`config.mk`:
```
export PLATFORM = sky130hd
export DESIGN_NAME = jtbi_tap
export DESIGN_NICKNAME = d
export VERILOG_FILES = /design/src/pkg/jtbi_pkg.sv /design/src/rtl/jtbi_pin_sync.sv /design/src/rtl/jtbi_tap.sv
export VERILOG_INCLUDE_DIRS = /design/src /design/src/pkg
export SDC_FILE = /design/constraint.sdc
export NUM_CORES = 1
export LEC_CHECK = 0
export BUFFER_PORTS_ARGS = -buffer_cell sky130_fd_sc_hd__buf_2
export CAP_MARGIN = 20
export CORE_ASPECT_RATIO = 1.4
export CORE_MARGIN = 2
export CORE_UTILIZATION = 55
export CTS_BUF_LIST = sky130_fd_sc_hd__clkbuf_4 sky130_fd_sc_hd__clkbuf_8
export DETAILED_ROUTE_END_ITERATION = 12
export GPL_TIMING_DRIVEN = 1
export PLACE_DENSITY = 0.77
export SETUP_SLACK_MARGIN = 0.4
export SLEW_MARGIN = 20
export SYNTH_ARGS = -nofsm -noshare
export SYNTH_HDL_FRONTEND = slang
export SYNTH_SLANG_ARGS = --single-unit
```
`constraint.sdc`:
```
create_clock -name mclk_in -period 2.1 [get_ports mclk_in]
set_clock_uncertainty 0.1 [all_clocks]
set_input_delay 0.105 -clock mclk_in [delete_from_list [all_inputs] [get_ports mclk_in]]
set_output_delay 0.105 -clock mclk_in [all_outputs]
set_load 0.005 [all_outputs]
```
`src/pkg/jtbi_defs.svh`:
```
// Purpose: constants of the test access port block
// Assumes: included by bare name
// Notes: instruction codes are six bits wide
`ifndef JTBI_DEFS_SVH
`define JTBI_DEFS_SVH
`define JTBI_IR_W 6
`define JTBI_ID_W 32
`define JTBI_INS_EXTEST 6'h00
`define JTBI_INS_SAMPLE 6'h01
`define JTBI_INS_IDCODE 6'h02
`define JTBI_INS_HIGHZ 6'h03
`define JTBI_INS_CAPTURE 6'h2D
`define JTBI_INS_CLAMP 6'h3E
`define JTBI_INS_BYPASS 6'h3F
`define JTBI_ID_MARKER 1'h1
`define JTBI_RESET_TMS_CNT 3'h5
`endif

```
`src/pkg/jtbi_pkg.sv`:
```
// Purpose: types of the test access port block
// Assumes: nothing
// Notes: id word packed msb first
package jtbi_pkg;
  typedef enum logic [3:0] {
    JTBI_RESET = 4'h0, JTBI_IDLE = 4'h1, JTBI_SEL_DR = 4'h2, JTBI_CAP_DR = 4'h3,
    JTBI_SH_DR = 4'h4, JTBI_EX1_DR = 4'h5, JTBI_PA_DR = 4'h6, JTBI_EX2_DR = 4'h7,
    JTBI_UPD_DR = 4'h8, JTBI_SEL_IR = 4'h9, JTBI_CAP_IR = 4'hA, JTBI_SH_IR = 4'hB,
    JTBI_EX1_IR = 4'hC, JTBI_PA_IR = 4'hD, JTBI_EX2_IR = 4'hE, JTBI_UPD_IR = 4'hF
  } jtbi_state_t;
  typedef struct packed {
    logic [3:0] revision;
    logic [15:0] part_code;
    logic [10:0] maker_code_field;
    logic marker;
  } jtbi_id_t;
  typedef struct packed {
    logic tck_rise;
    logic tck_fall;
    logic tms;
    logic tdi;
  } jtbi_pins_t;
endpackage : jtbi_pkg

```
`src/rtl/jtbi_pin_sync.sv`:
```
// Purpose: two-stage sync of tap pins, tck edge detect
// Assumes: pins asynchronous to mclk
// Notes: first stage read only by second
`timescale 1ns/1ps
module jtbi_pin_sync
  import jtbi_pkg::*;
(
  input wire logic clk_in, // System clock
  input wire logic rst_n_in, // Reset, active low
  input wire logic tck_in, // Raw test clock
  input wire logic tms_in, // Raw mode select
  input wire logic tdi_in, // Raw data in
  input wire logic trst_n_in, // Raw test reset
  output jtbi_pins_t pins_out, // Synced pins and edges
  output logic trst_n_out // Synced test reset
);
  logic [3:0] meta_q, meta_d;
  logic [3:0] sync_q, sync_d;
  logic tck_old_q, tck_old_d;
  always_comb begin
    meta_d = {trst_n_in, tck_in, tms_in, tdi_in};
    sync_d = meta_q;
    tck_old_d = sync_q[2];
  end
  always_ff @(posedge clk_in or negedge rst_n_in) begin
    if (!rst_n_in) begin
      meta_q <= 4'h0;
      sync_q <= 4'h0;
      tck_old_q <= 1'h0;
    end else begin
      meta_q <= meta_d;
      sync_q <= sync_d;
      tck_old_q <= tck_old_d;
    end
  end
  always_comb begin
    pins_out.tck_rise = sync_q[2] & ~tck_old_q;
    pins_out.tck_fall = ~sync_q[2] & tck_old_q;
    pins_out.tms = sync_q[1];
    pins_out.tdi = sync_q[0];
    trst_n_out = sync_q[3];
  end
endmodule : jtbi_pin_sync

```
`src/rtl/jtbi_tap.sv`:
```
// Purpose: tap controller with bypass, id and instruction registers
// Assumes: tck sampled by mclk, well below mclk/4
// Notes: boundary chain lives outside; clamp and highz are flags out
//
// What this block does
// - Bypass puts a one-bit stage between data in and data out.
// - Capture-DR with bypass selected loads the bypass bit with zero.
// - Clamp holds chain outputs and routes data through bypass.
// - Tap reset by test reset low or five mode-select highs loads idcode.
// - Id bit zero is one, so the first bit out after reset is one.
// - Bypass exists besides id and is not the default after reset.
// - Idcode in Shift-DR shifts 32 bits out, least significant first.
// - Id is read-only: maker 11:1, part 27:12, revision 31:28.
// - Capture-IR loads the capture pattern whose low bits are 01.
// - Instruction bits shift into six bits and latch only at Update-IR.
// - Instruction codes are fixed; all others reserved.
`timescale 1ns/1ps
`include "jtbi_defs.svh"
module jtbi_tap
  import jtbi_pkg::*;
#(
  parameter logic [10:0] MAKER_CODE = 11'h155, // Arbitrary value
  parameter logic [15:0] PART_CODE = 16'h1234, // Arbitrary value
  parameter logic [3:0] REVISION = 4'h1 // Arbitrary value
)(
  input wire logic mclk_in, // 40 MHz system clock
  input wire logic rst_n_in, // Async reset, active low
  input wire logic tck_in, // Test clock pin
  input wire logic tms_in, // Mode select pin
  input wire logic tdi_in, // Data in pin
  input wire logic trst_n_in, // Test reset pin, active low
  output logic tdo_out, // Data out pin
  output logic tdo_oe_out, // Data out enable, high drives
  output logic clamp_out, // Clamp active
  output logic highz_out, // Highz active
  output logic extest_out, // Extest active
  output logic [5:0] instr_out, // Current instruction
  output logic [3:0] state_out // Controller state
);
  logic [1:0] rst_sync_q;
  logic rst_n;
  jtbi_pins_t pins;
  logic trst_n;
  jtbi_state_t st_q, st_d;
  logic [5:0] ir_sh_q, ir_sh_d, ir_q, ir_d;
  logic [31:0] dr_q, dr_d;
  logic byp_q, byp_d;
  logic tdo_q, tdo_d, oe_q, oe_d;
  logic clamp_q, clamp_d, highz_q, highz_d, ext_q, ext_d;
  jtbi_id_t id_word;

  always_ff @(posedge mclk_in or negedge rst_n_in) begin
    if (!rst_n_in) begin
      rst_sync_q <= 2'h0;
    end else begin
      rst_sync_q <= {rst_sync_q[0], 1'h1};
    end
  end
  assign rst_n = rst_sync_q[1];

  jtbi_pin_sync u_sync (
    .clk_in(mclk_in),
    .rst_n_in(rst_n),
    .tck_in(tck_in),
    .tms_in(tms_in),
    .tdi_in(tdi_in),
    .trst_n_in(trst_n_in),
    .pins_out(pins),
    .trst_n_out(trst_n)
  );

  always_comb begin
    id_word.revision = REVISION;
    id_word.part_code = PART_CODE;
    id_word.maker_code_field = MAKER_CODE;
    id_word.marker = `JTBI_ID_MARKER;
  end

  function automatic jtbi_state_t next_state(input jtbi_state_t s, input logic m);
    unique case (s)
      JTBI_RESET: next_state = m ? JTBI_RESET : JTBI_IDLE;
      JTBI_IDLE: next_state = m ? JTBI_SEL_DR : JTBI_IDLE;
      JTBI_SEL_DR: next_state = m ? JTBI_SEL_IR : JTBI_CAP_DR;
      JTBI_CAP_DR: next_state = m ? JTBI_EX1_DR : JTBI_SH_DR;
      JTBI_SH_DR: next_state = m ? JTBI_EX1_DR : JTBI_SH_DR;
      JTBI_EX1_DR: next_state = m ? JTBI_UPD_DR : JTBI_PA_DR;
      JTBI_PA_DR: next_state = m ? JTBI_EX2_DR : JTBI_PA_DR;
      JTBI_EX2_DR: next_state = m ? JTBI_UPD_DR : JTBI_SH_DR;
      JTBI_UPD_DR: next_state = m ? JTBI_SEL_DR : JTBI_IDLE;
      JTBI_SEL_IR: next_state = m ? JTBI_RESET : JTBI_CAP_IR;
      JTBI_CAP_IR: next_state = m ? JTBI_EX1_IR : JTBI_SH_IR;
      JTBI_SH_IR: next_state = m ? JTBI_EX1_IR : JTBI_SH_IR;
      JTBI_EX1_IR: next_state = m ? JTBI_UPD_IR : JTBI_PA_IR;
      JTBI_PA_IR: next_state = m ? JTBI_EX2_IR : JTBI_PA_IR;
      JTBI_EX2_IR: next_state = m ? JTBI_UPD_IR : JTBI_SH_IR;
      JTBI_UPD_IR: next_state = m ? JTBI_SEL_DR : JTBI_IDLE;
    endcase
  endfunction : next_state

  // Id path only for idcode; all other codes fall to bypass
  function automatic logic sel_id(input logic [5:0] ins);
    sel_id = (ins == `JTBI_INS_IDCODE);
  endfunction : sel_id

  always_comb begin
    st_d = st_q;
    ir_sh_d = ir_sh_q;
    ir_d = ir_q;
    dr_d = dr_q;
    byp_d = byp_q;
    tdo_d = tdo_q;
    oe_d = oe_q;
    if (!trst_n) begin
      st_d = JTBI_RESET;
      ir_d = `JTBI_INS_IDCODE;
      oe_d = 1'h0;
    end else if (pins.tck_rise) begin
      st_d = next_state(st_q, pins.tms);
      unique case (st_q)
        JTBI_RESET: ir_d = `JTBI_INS_IDCODE;
        // Idcode loads as the state enters reset, not one tck later
        JTBI_SEL_IR: begin
          if (pins.tms) begin
            ir_d = `JTBI_INS_IDCODE;
          end
        end
        JTBI_CAP_IR: ir_sh_d = `JTBI_INS_CAPTURE;
        JTBI_SH_IR: ir_sh_d = {pins.tdi, ir_sh_q[5:1]};
        JTBI_UPD_IR: ir_d = ir_sh_q;
        JTBI_CAP_DR: begin
          dr_d = id_word;
          byp_d = 1'h0;
        end
        JTBI_SH_DR: begin
          dr_d = {pins.tdi, dr_q[31:1]};
          byp_d = pins.tdi;
        end
        default: ;
      endcase
    end else if (pins.tck_fall) begin
      oe_d = (st_q == JTBI_SH_DR) || (st_q == JTBI_SH_IR);
      if (st_q == JTBI_SH_IR) begin
        tdo_d = ir_sh_q[0];
      end else if (st_q == JTBI_SH_DR) begin
        tdo_d = sel_id(ir_q) ? dr_q[0] : byp_q;
      end
    end
  end

  // Five tck with tms high always reach reset through the state graph
  always_comb begin
    clamp_d = (ir_q == `JTBI_INS_CLAMP);
    highz_d = (ir_q == `JTBI_INS_HIGHZ);
    ext_d = (ir_q == `JTBI_INS_EXTEST);
  end

  always_ff @(posedge mclk_in or negedge rst_n) begin
    if (!rst_n) begin
      st_q <= JTBI_RESET;
      ir_sh_q <= 6'h00;
      ir_q <= `JTBI_INS_IDCODE;
      dr_q <= 32'h00000000;
      byp_q <= 1'h0;
      tdo_q <= 1'h0;
      oe_q <= 1'h0;
      clamp_q <= 1'h0;
      highz_q <= 1'h0;
      ext_q <= 1'h0;
    end else begin
      st_q <= st_d;
      ir_sh_q <= ir_sh_d;
      ir_q <= ir_d;
      dr_q <= dr_d;
      byp_q <= byp_d;
      tdo_q <= tdo_d;
      oe_q <= oe_d;
      clamp_q <= clamp_d;
      highz_q <= highz_d;
      ext_q <= ext_d;
    end
  end

  always_comb begin
    tdo_out = tdo_q;
    tdo_oe_out = oe_q;
    clamp_out = clamp_q;
    highz_out = highz_q;
    extest_out = ext_q;
    instr_out = ir_q;
    state_out = st_q;
  end
endmodule : jtbi_tap

```
; ---- Yosys cells after proc, flatten, opt, wreduce, memory -nomap -nowiden
; Index checks and enable logic that the tools add are counted.
[op_classes]
n_reduce_logical = 14
bitwise = 5
muxes = 28
eq_ne = 23
[ops]
columns = op, count
row1 = 32-bit case mux with 2 select lines, 1
row2 = 4-bit case mux with 12 select lines, 1
row3 = "4-bit equality test, second input constant", 8
row4 = 4-bit two-way mux, 6
row5 = 6-bit two-way mux, 3
row6 = 6-bit case mux with 3 select lines, 1
row7 = "4-bit by 3-bit equality test with 1-bit output, second input constant", 4
row8 = "6-bit by 2-bit equality test with 1-bit output, second input constant", 2
row9 = 6-bit case mux with 2 select lines, 1
row10 = 1-bit two-way mux, 9
row11 = 3-bit AND reduction, 3
row12 = "4-bit by 2-bit equality test with 1-bit output, second input constant", 2
row13 = "6-bit equality test, second input constant", 1
row14 = 6-bit zero test, 1
row15 = 2-bit two-way mux, 3
row16 = 3-bit two-way mux, 2
row17 = "2-bit inequality test, second input constant", 3
row18 = 2-bit nonzero test, 3
row19 = "4-bit by 1-bit equality test with 1-bit output, second input constant", 1
row20 = 4-bit zero test, 1
row21 = "4-bit inequality test, second input constant", 1
row22 = 4-bit AND reduction, 1
row23 = 2-bit OR reduction, 2
row24 = "3-bit inequality test, second input constant", 1
row25 = 6 further kinds, 9
[totals]
ff_bits = 65
word_cells = 84

; ---- Depth between registers and ports, before layout
[logic_depth]
ltp_word = 5
ltp_mapped = 6
ltp_nobuf = 4

; ---- Cells and area by module
; From an unflattened synthesis, not the netlist that was laid out.
[hier_totals]
cells_unflattened = 217
area_unflattened_um2 = 2601.2
[by_module_without_submodules]
columns = mod, area_each_um2, seq_area_each_um2, cells_per_inst, n_inst
row1 = jtbi_tap, 2346.0, 1377.6, 204, 1
row2 = jtbi_pin_sync, 255.2, 225.2, 13, 1

; ---- Worst setup path before layout
; No wires, ideal clock.
[synth_path]
kind = register -> register
startpoint = register ir_q[3], in the netlist instr_out[3]
endpoint = register tdo_q, in the netlist tdo_out
setup_slack_ps = 414
t_required_ps = 1875
arrival_time_ps = 1461
path_stages_with_launch = 5
setup_time_ps = 125
path_cell_list = dfrtp_1 -> or4_4 -> o31ai_2 -> a31oi_1 -> mux2_2
[synth_between]
elab_chain_cells = 4
[synth_lines]
columns = item, line
row1 = from (decl), jtbi_tap.sv:45  ; logic [5:0] ir_sh_q, ir_sh_d, ir_q, ir_d;
row2 = from (signal assigned), jtbi_tap.sv:161  ; ir_q <= `JTBI_INS_IDCODE;
row3 = from (signal assigned), jtbi_tap.sv:172  ; ir_q <= ir_d;
row4 = 6-bit by 2-bit equality test with 1-bit output (no source line), --
row5 = 1-bit two-way mux, jtbi_tap.sv:145  ; tdo_d = sel_id(ir_q) ? dr_q[0] : byp_q;
row6 = 1-bit two-way mux, jtbi_tap.sv:144  ; end else if (st_q == JTBI_SH_DR) begin
row7 = 1-bit two-way mux, jtbi_tap.sv:142  ; if (st_q == JTBI_SH_IR) begin
row8 = to (signal assigned), jtbi_tap.sv:175  ; tdo_q <= tdo_d;
row9 = to (decl), jtbi_tap.sv:48  ; logic tdo_q, tdo_d, oe_q, oe_d;
; Every way passes these cells. The select of a mux whose other input is x is not followed.
; A chain may end at the register's enable or synchronous reset.

; ---- Worst setup path after layout
[layout_path]
startpoint = register st_q[1], in the netlist state_out[1]
endpoint = register ir_q[0], in the netlist instr_out[0]
[layout_between]
elab_chain_cells = 4
elab_cells_between_ends = 9
cone_classes = eq/ne: 4 / mux: 3 / reduce/logical: 2
[layout_lines]
columns = item, line
row1 = from (decl), jtbi_tap.sv:44  ; jtbi_state_t st_q, st_d;
row2 = from (signal assigned), jtbi_tap.sv:170  ; st_q <= st_d;
row3 = 4-bit equality test or 4-bit zero test (tied branches), jtbi_tap.sv:119  ; unique case (st_q)
row4 = 6-bit case mux with 3 select lines, jtbi_tap.sv:119
row5 = 6-bit two-way mux, jtbi_tap.sv:117  ; end else if (pins.tck_rise) begin
row6 = 6-bit two-way mux, jtbi_tap.sv:113  ; if (!trst_n) begin
; Parallel ways exist; a longest one is shown, timed or not. The select of a mux whose other input is x is not followed.

==> metrics.md <==
| Metric | Value |
|---|---|
| GRT overflow | 0 |
| Initial DRC count | 236 |
| Power consumption | 2.61 mW |
| Nets | 262 |
| Slowest CP cell | dfrtp_1 |
| Sw frac | 24.6% |
| IO Pins | 21 |
| Setup tns final | 0 ns |
| F_max | 0.585 GHz |
| Drc violations | 0 |
| Tcrit/Tclk final | 81.4% |
| Psw | 0.642 mW |
| First-pass GRT wire length | 8.91 mm |
| Layout cell share with drive strength beyond 1 | 33.7% |
| Primary FF master, synth | dfrtp_1 |
| Final hold slack | 0.0413 ns |
| Post-Syn Area | 2600 sq um |
| Syn Area/Cell | 12.8 sq um |
| Vias post-DR | 2057 |
| Crit path DAT | 1.83 ns |
| Endpoints failing hold | 0 |
| Clk pwr share | 37.1% |
| Worst-margin pin slew | 0.508 ns |
| HP Class | reg -> async |
| Worst setup EP type | flip-flop |
| CTS buffer count | 9 |
| Worst-path cell chain | buf_8 -> nand4_1 -> o31ai_4 -> o311ai_4 -> a32o_1 |
| Sequential Power Share | 53.2% |
| Die area | 5300 sq um |
| Combinational power share | 9.7% |
| DP Wirelength | 3.19 mm |
| Initial Utilization | 57.4% |
| Vias/cell | 6.37 |
| Seq/Total Area, Yosys | 61.6% |
| WL final | 6.10 mm |
| WS Path Type | reg -> reg |
| CTS Sinks | 64 |
| Crit path max fanout | 11 |
| Synth warn | 0 |
| Post-route ant nets | 0 |
| Die Y | 85.4 um |
| Drt wl/cell | 18.9 um |
| Max-Cap Viols | 0 |
| Clk root buf | clkbuf_8 |
| DR pass1 iterations | 5 |
| Vias in the first global route | 1901 |
| Synth Area in Adders | 0% |
| Clock transition at the registers of the reported paths | 0.07 ns |
| Row count | 29 |
| Area Overhead vs Synth | 26.5% |
| Bufs on Longest Clock Path | 2 |
| Final Util | 72.6% |
| Crit-path leading delay family | compound AO/OA/AOI/OAI gates |
| Combinational family with the most area after synthesis | compound AO/OA/AOI/OAI gates |
| Initial antenna violation count | 0 |
| Synth Area in Compound Gates | 22.8% |
| Worst-Skew Late Latency | 0.34 ns |
| Post-synthesis mux area share | 1.25% |
| Critical Path Max Stage Delay | 0.44 ns |
| Ys async rst share | 100% |
| Core area | 4540 sq um |
| RSZ-0062 raised after global routing | yes |
| CP startpoint kind | flip-flop |
| Max transition margin | 66.0% |
| Pwr dens | 793 nW/um^2 |
| VDD IR max | 0.000580 V |
| Port bufs | 20 |
| Routability cong. | 0.851 |
| Syn Nets | 210 |
| Htree depth | 3 |
| Synth Instances | 204 |
| Status | completed |
| CTS tree | done |
| Synth Area in Simple Gates | 8.37% |
| Antenna diode count | 0 |
| Min cycle time layout | 1.71 ns |
| Static Leak | 1.51 nW |
| Final setup viols | 0 |
| CP bufs+invs | 1 |
| EDFF count, synth | 0 |
| Die X | 62.1 um |
| Yosys reg bits | 64 |
| Pint | 1.97 mW |
| Netlist cell types | 44 |
| Pin count of the biggest net entering global routing | 52 |
| Final Max Slew Viols | 0 |
| GR Util All Layers | 21.9% |
| Critical Path RT | 2.22 ns |
| Xor and xnor area share after synthesis | 0.673% |
## synthesized netlist by cell type, types with 3 or more instances
cell type / n / area share [%]
nor3_1: 3 / 0.58
nand3_1: 5 / 0.96
a32o_1: 6 / 2.3
a21oi_1: 5 / 0.96
clkbuf_1: 3 / 0.43
a31oi_1: 6 / 1.4
o21ai_0: 13 / 2.5
o22a_1: 12 / 4.0
nor2_1: 6 / 0.87
inv_1: 8 / 1.2
buf_2: 7 / 1.3
a22o_1: 20 / 6.7
nand2_1: 3 / 0.43
dfrtp_1: 63 / 61
nand2b_1: 4 / 0.96
## cell families after synthesis
logic type | after synthesis
other | 1
muxes | 3
buffers and inverters | 24
DFF | 64
and+or+nand+nor | 35
xor gates and xnor gates | 2
AOI/OAI and AO/OA | 75
## final timing paths
path / startpoint / to / slack, ns / cells past startpoint
max in group asynchronous: rst_n_in / rst_sync_q[1] / 1.23 / 3
worst min-delay path: rst_sync_q[1] / state_out[2] / 0.04 / 0
worst max-delay path: state_out[1] / instr_out[0] / 0.39 / 5
min in group mclk_in: u_sync.meta_q[0] / u_sync.sync_q[0] / 0.25 / 0
worst min register to register: rst_sync_q[1] / state_out[2] / 0.04 / 0
worst max register to register: state_out[1] / instr_out[0] / 0.39 / 5
## power by group through the flow
stage | Sequential [mW] | Combinational [mW] | Clock, mW
2_1_floorplan | 1.40 | 0.143 | 0
3_3_place_gp | 1.40 | 0.189 | 0
3_5_place_dp | 1.40 | 0.198 | 0
4_1_cts | 1.38 | 0.217 | 0.986
5_1_grt | 1.40 | 0.274 | 1.05
6_report | 1.39 | 0.254 | 0.968
## flip-flops by register name, indices dropped and copies added (netlist names)
register	cells
clamp_out	1
dr_q	32
extest_out	1
highz_out	1
instr_out	6
ir_sh_q	6
rst_sync_q	2
state_out	4
tdo_oe_out	1
tdo_out	1
u_sync.meta_q	4
u_sync.sync_q	4
u_sync.tck_old_q	1
## cell usage in the layout, fill, tap and decap left out, drive strengths merged, types with 5 or more instances in the layout
master	Yosys	layout
nand3	5	5
a22o	20	20
a21oi	5	5
o21ai	13	13
clkbuf	6	13
o22a	12	12
buf	9	46
inv	8	8
dfrtp	63	63
a32o	6	6
nor2	6	6
dlygate4sd3	0	6
a31oi	6	6
## per-stage QoR
| stage | area [sq um] | cells | worst slack (ns) |
|---|---|---|---|
| 2_1_floorplan | 2600 | 204 | 0.414 |
| 3_3_place_gp | 2780 | 282 | 0.243 |
| 4_1_cts | 3150 | 312 | 0.386 |
| 3_5_place_dp | 2780 | 282 | 0.188 |
| 5_1_grt | 3290 | 323 | 0.321 |
| 6_report | 3290 | 323 | 0.391 |
## cell type report
type                       count  area, sq um
clock inverter                 3         17.5
timing repair buffer          52          388
sequential                    64         1610
inverter                       9         33.8
tap                           62         77.6
clock buffer                  13          166
fill                         283         1240
multi-input combinational    120         1000
## routing by layer
layer	part of all wire (%)	track usage, %
met1	41	27.1
met3	4.9	6.50
met5	0	0
met4	2.4	11.5
met2	52	35.1
## what timing repair did
item,4_1_cts,5_1_grt
endpoints found under the setup margin,38,38
cloned,1,3
hold buffers,6,0
endpoints found under the hold margin,6,0
pin swaps,4,4
resized for setup,10,12
setup buffers,7,8
No activity file was read; power rests on OpenSTA's default activity.
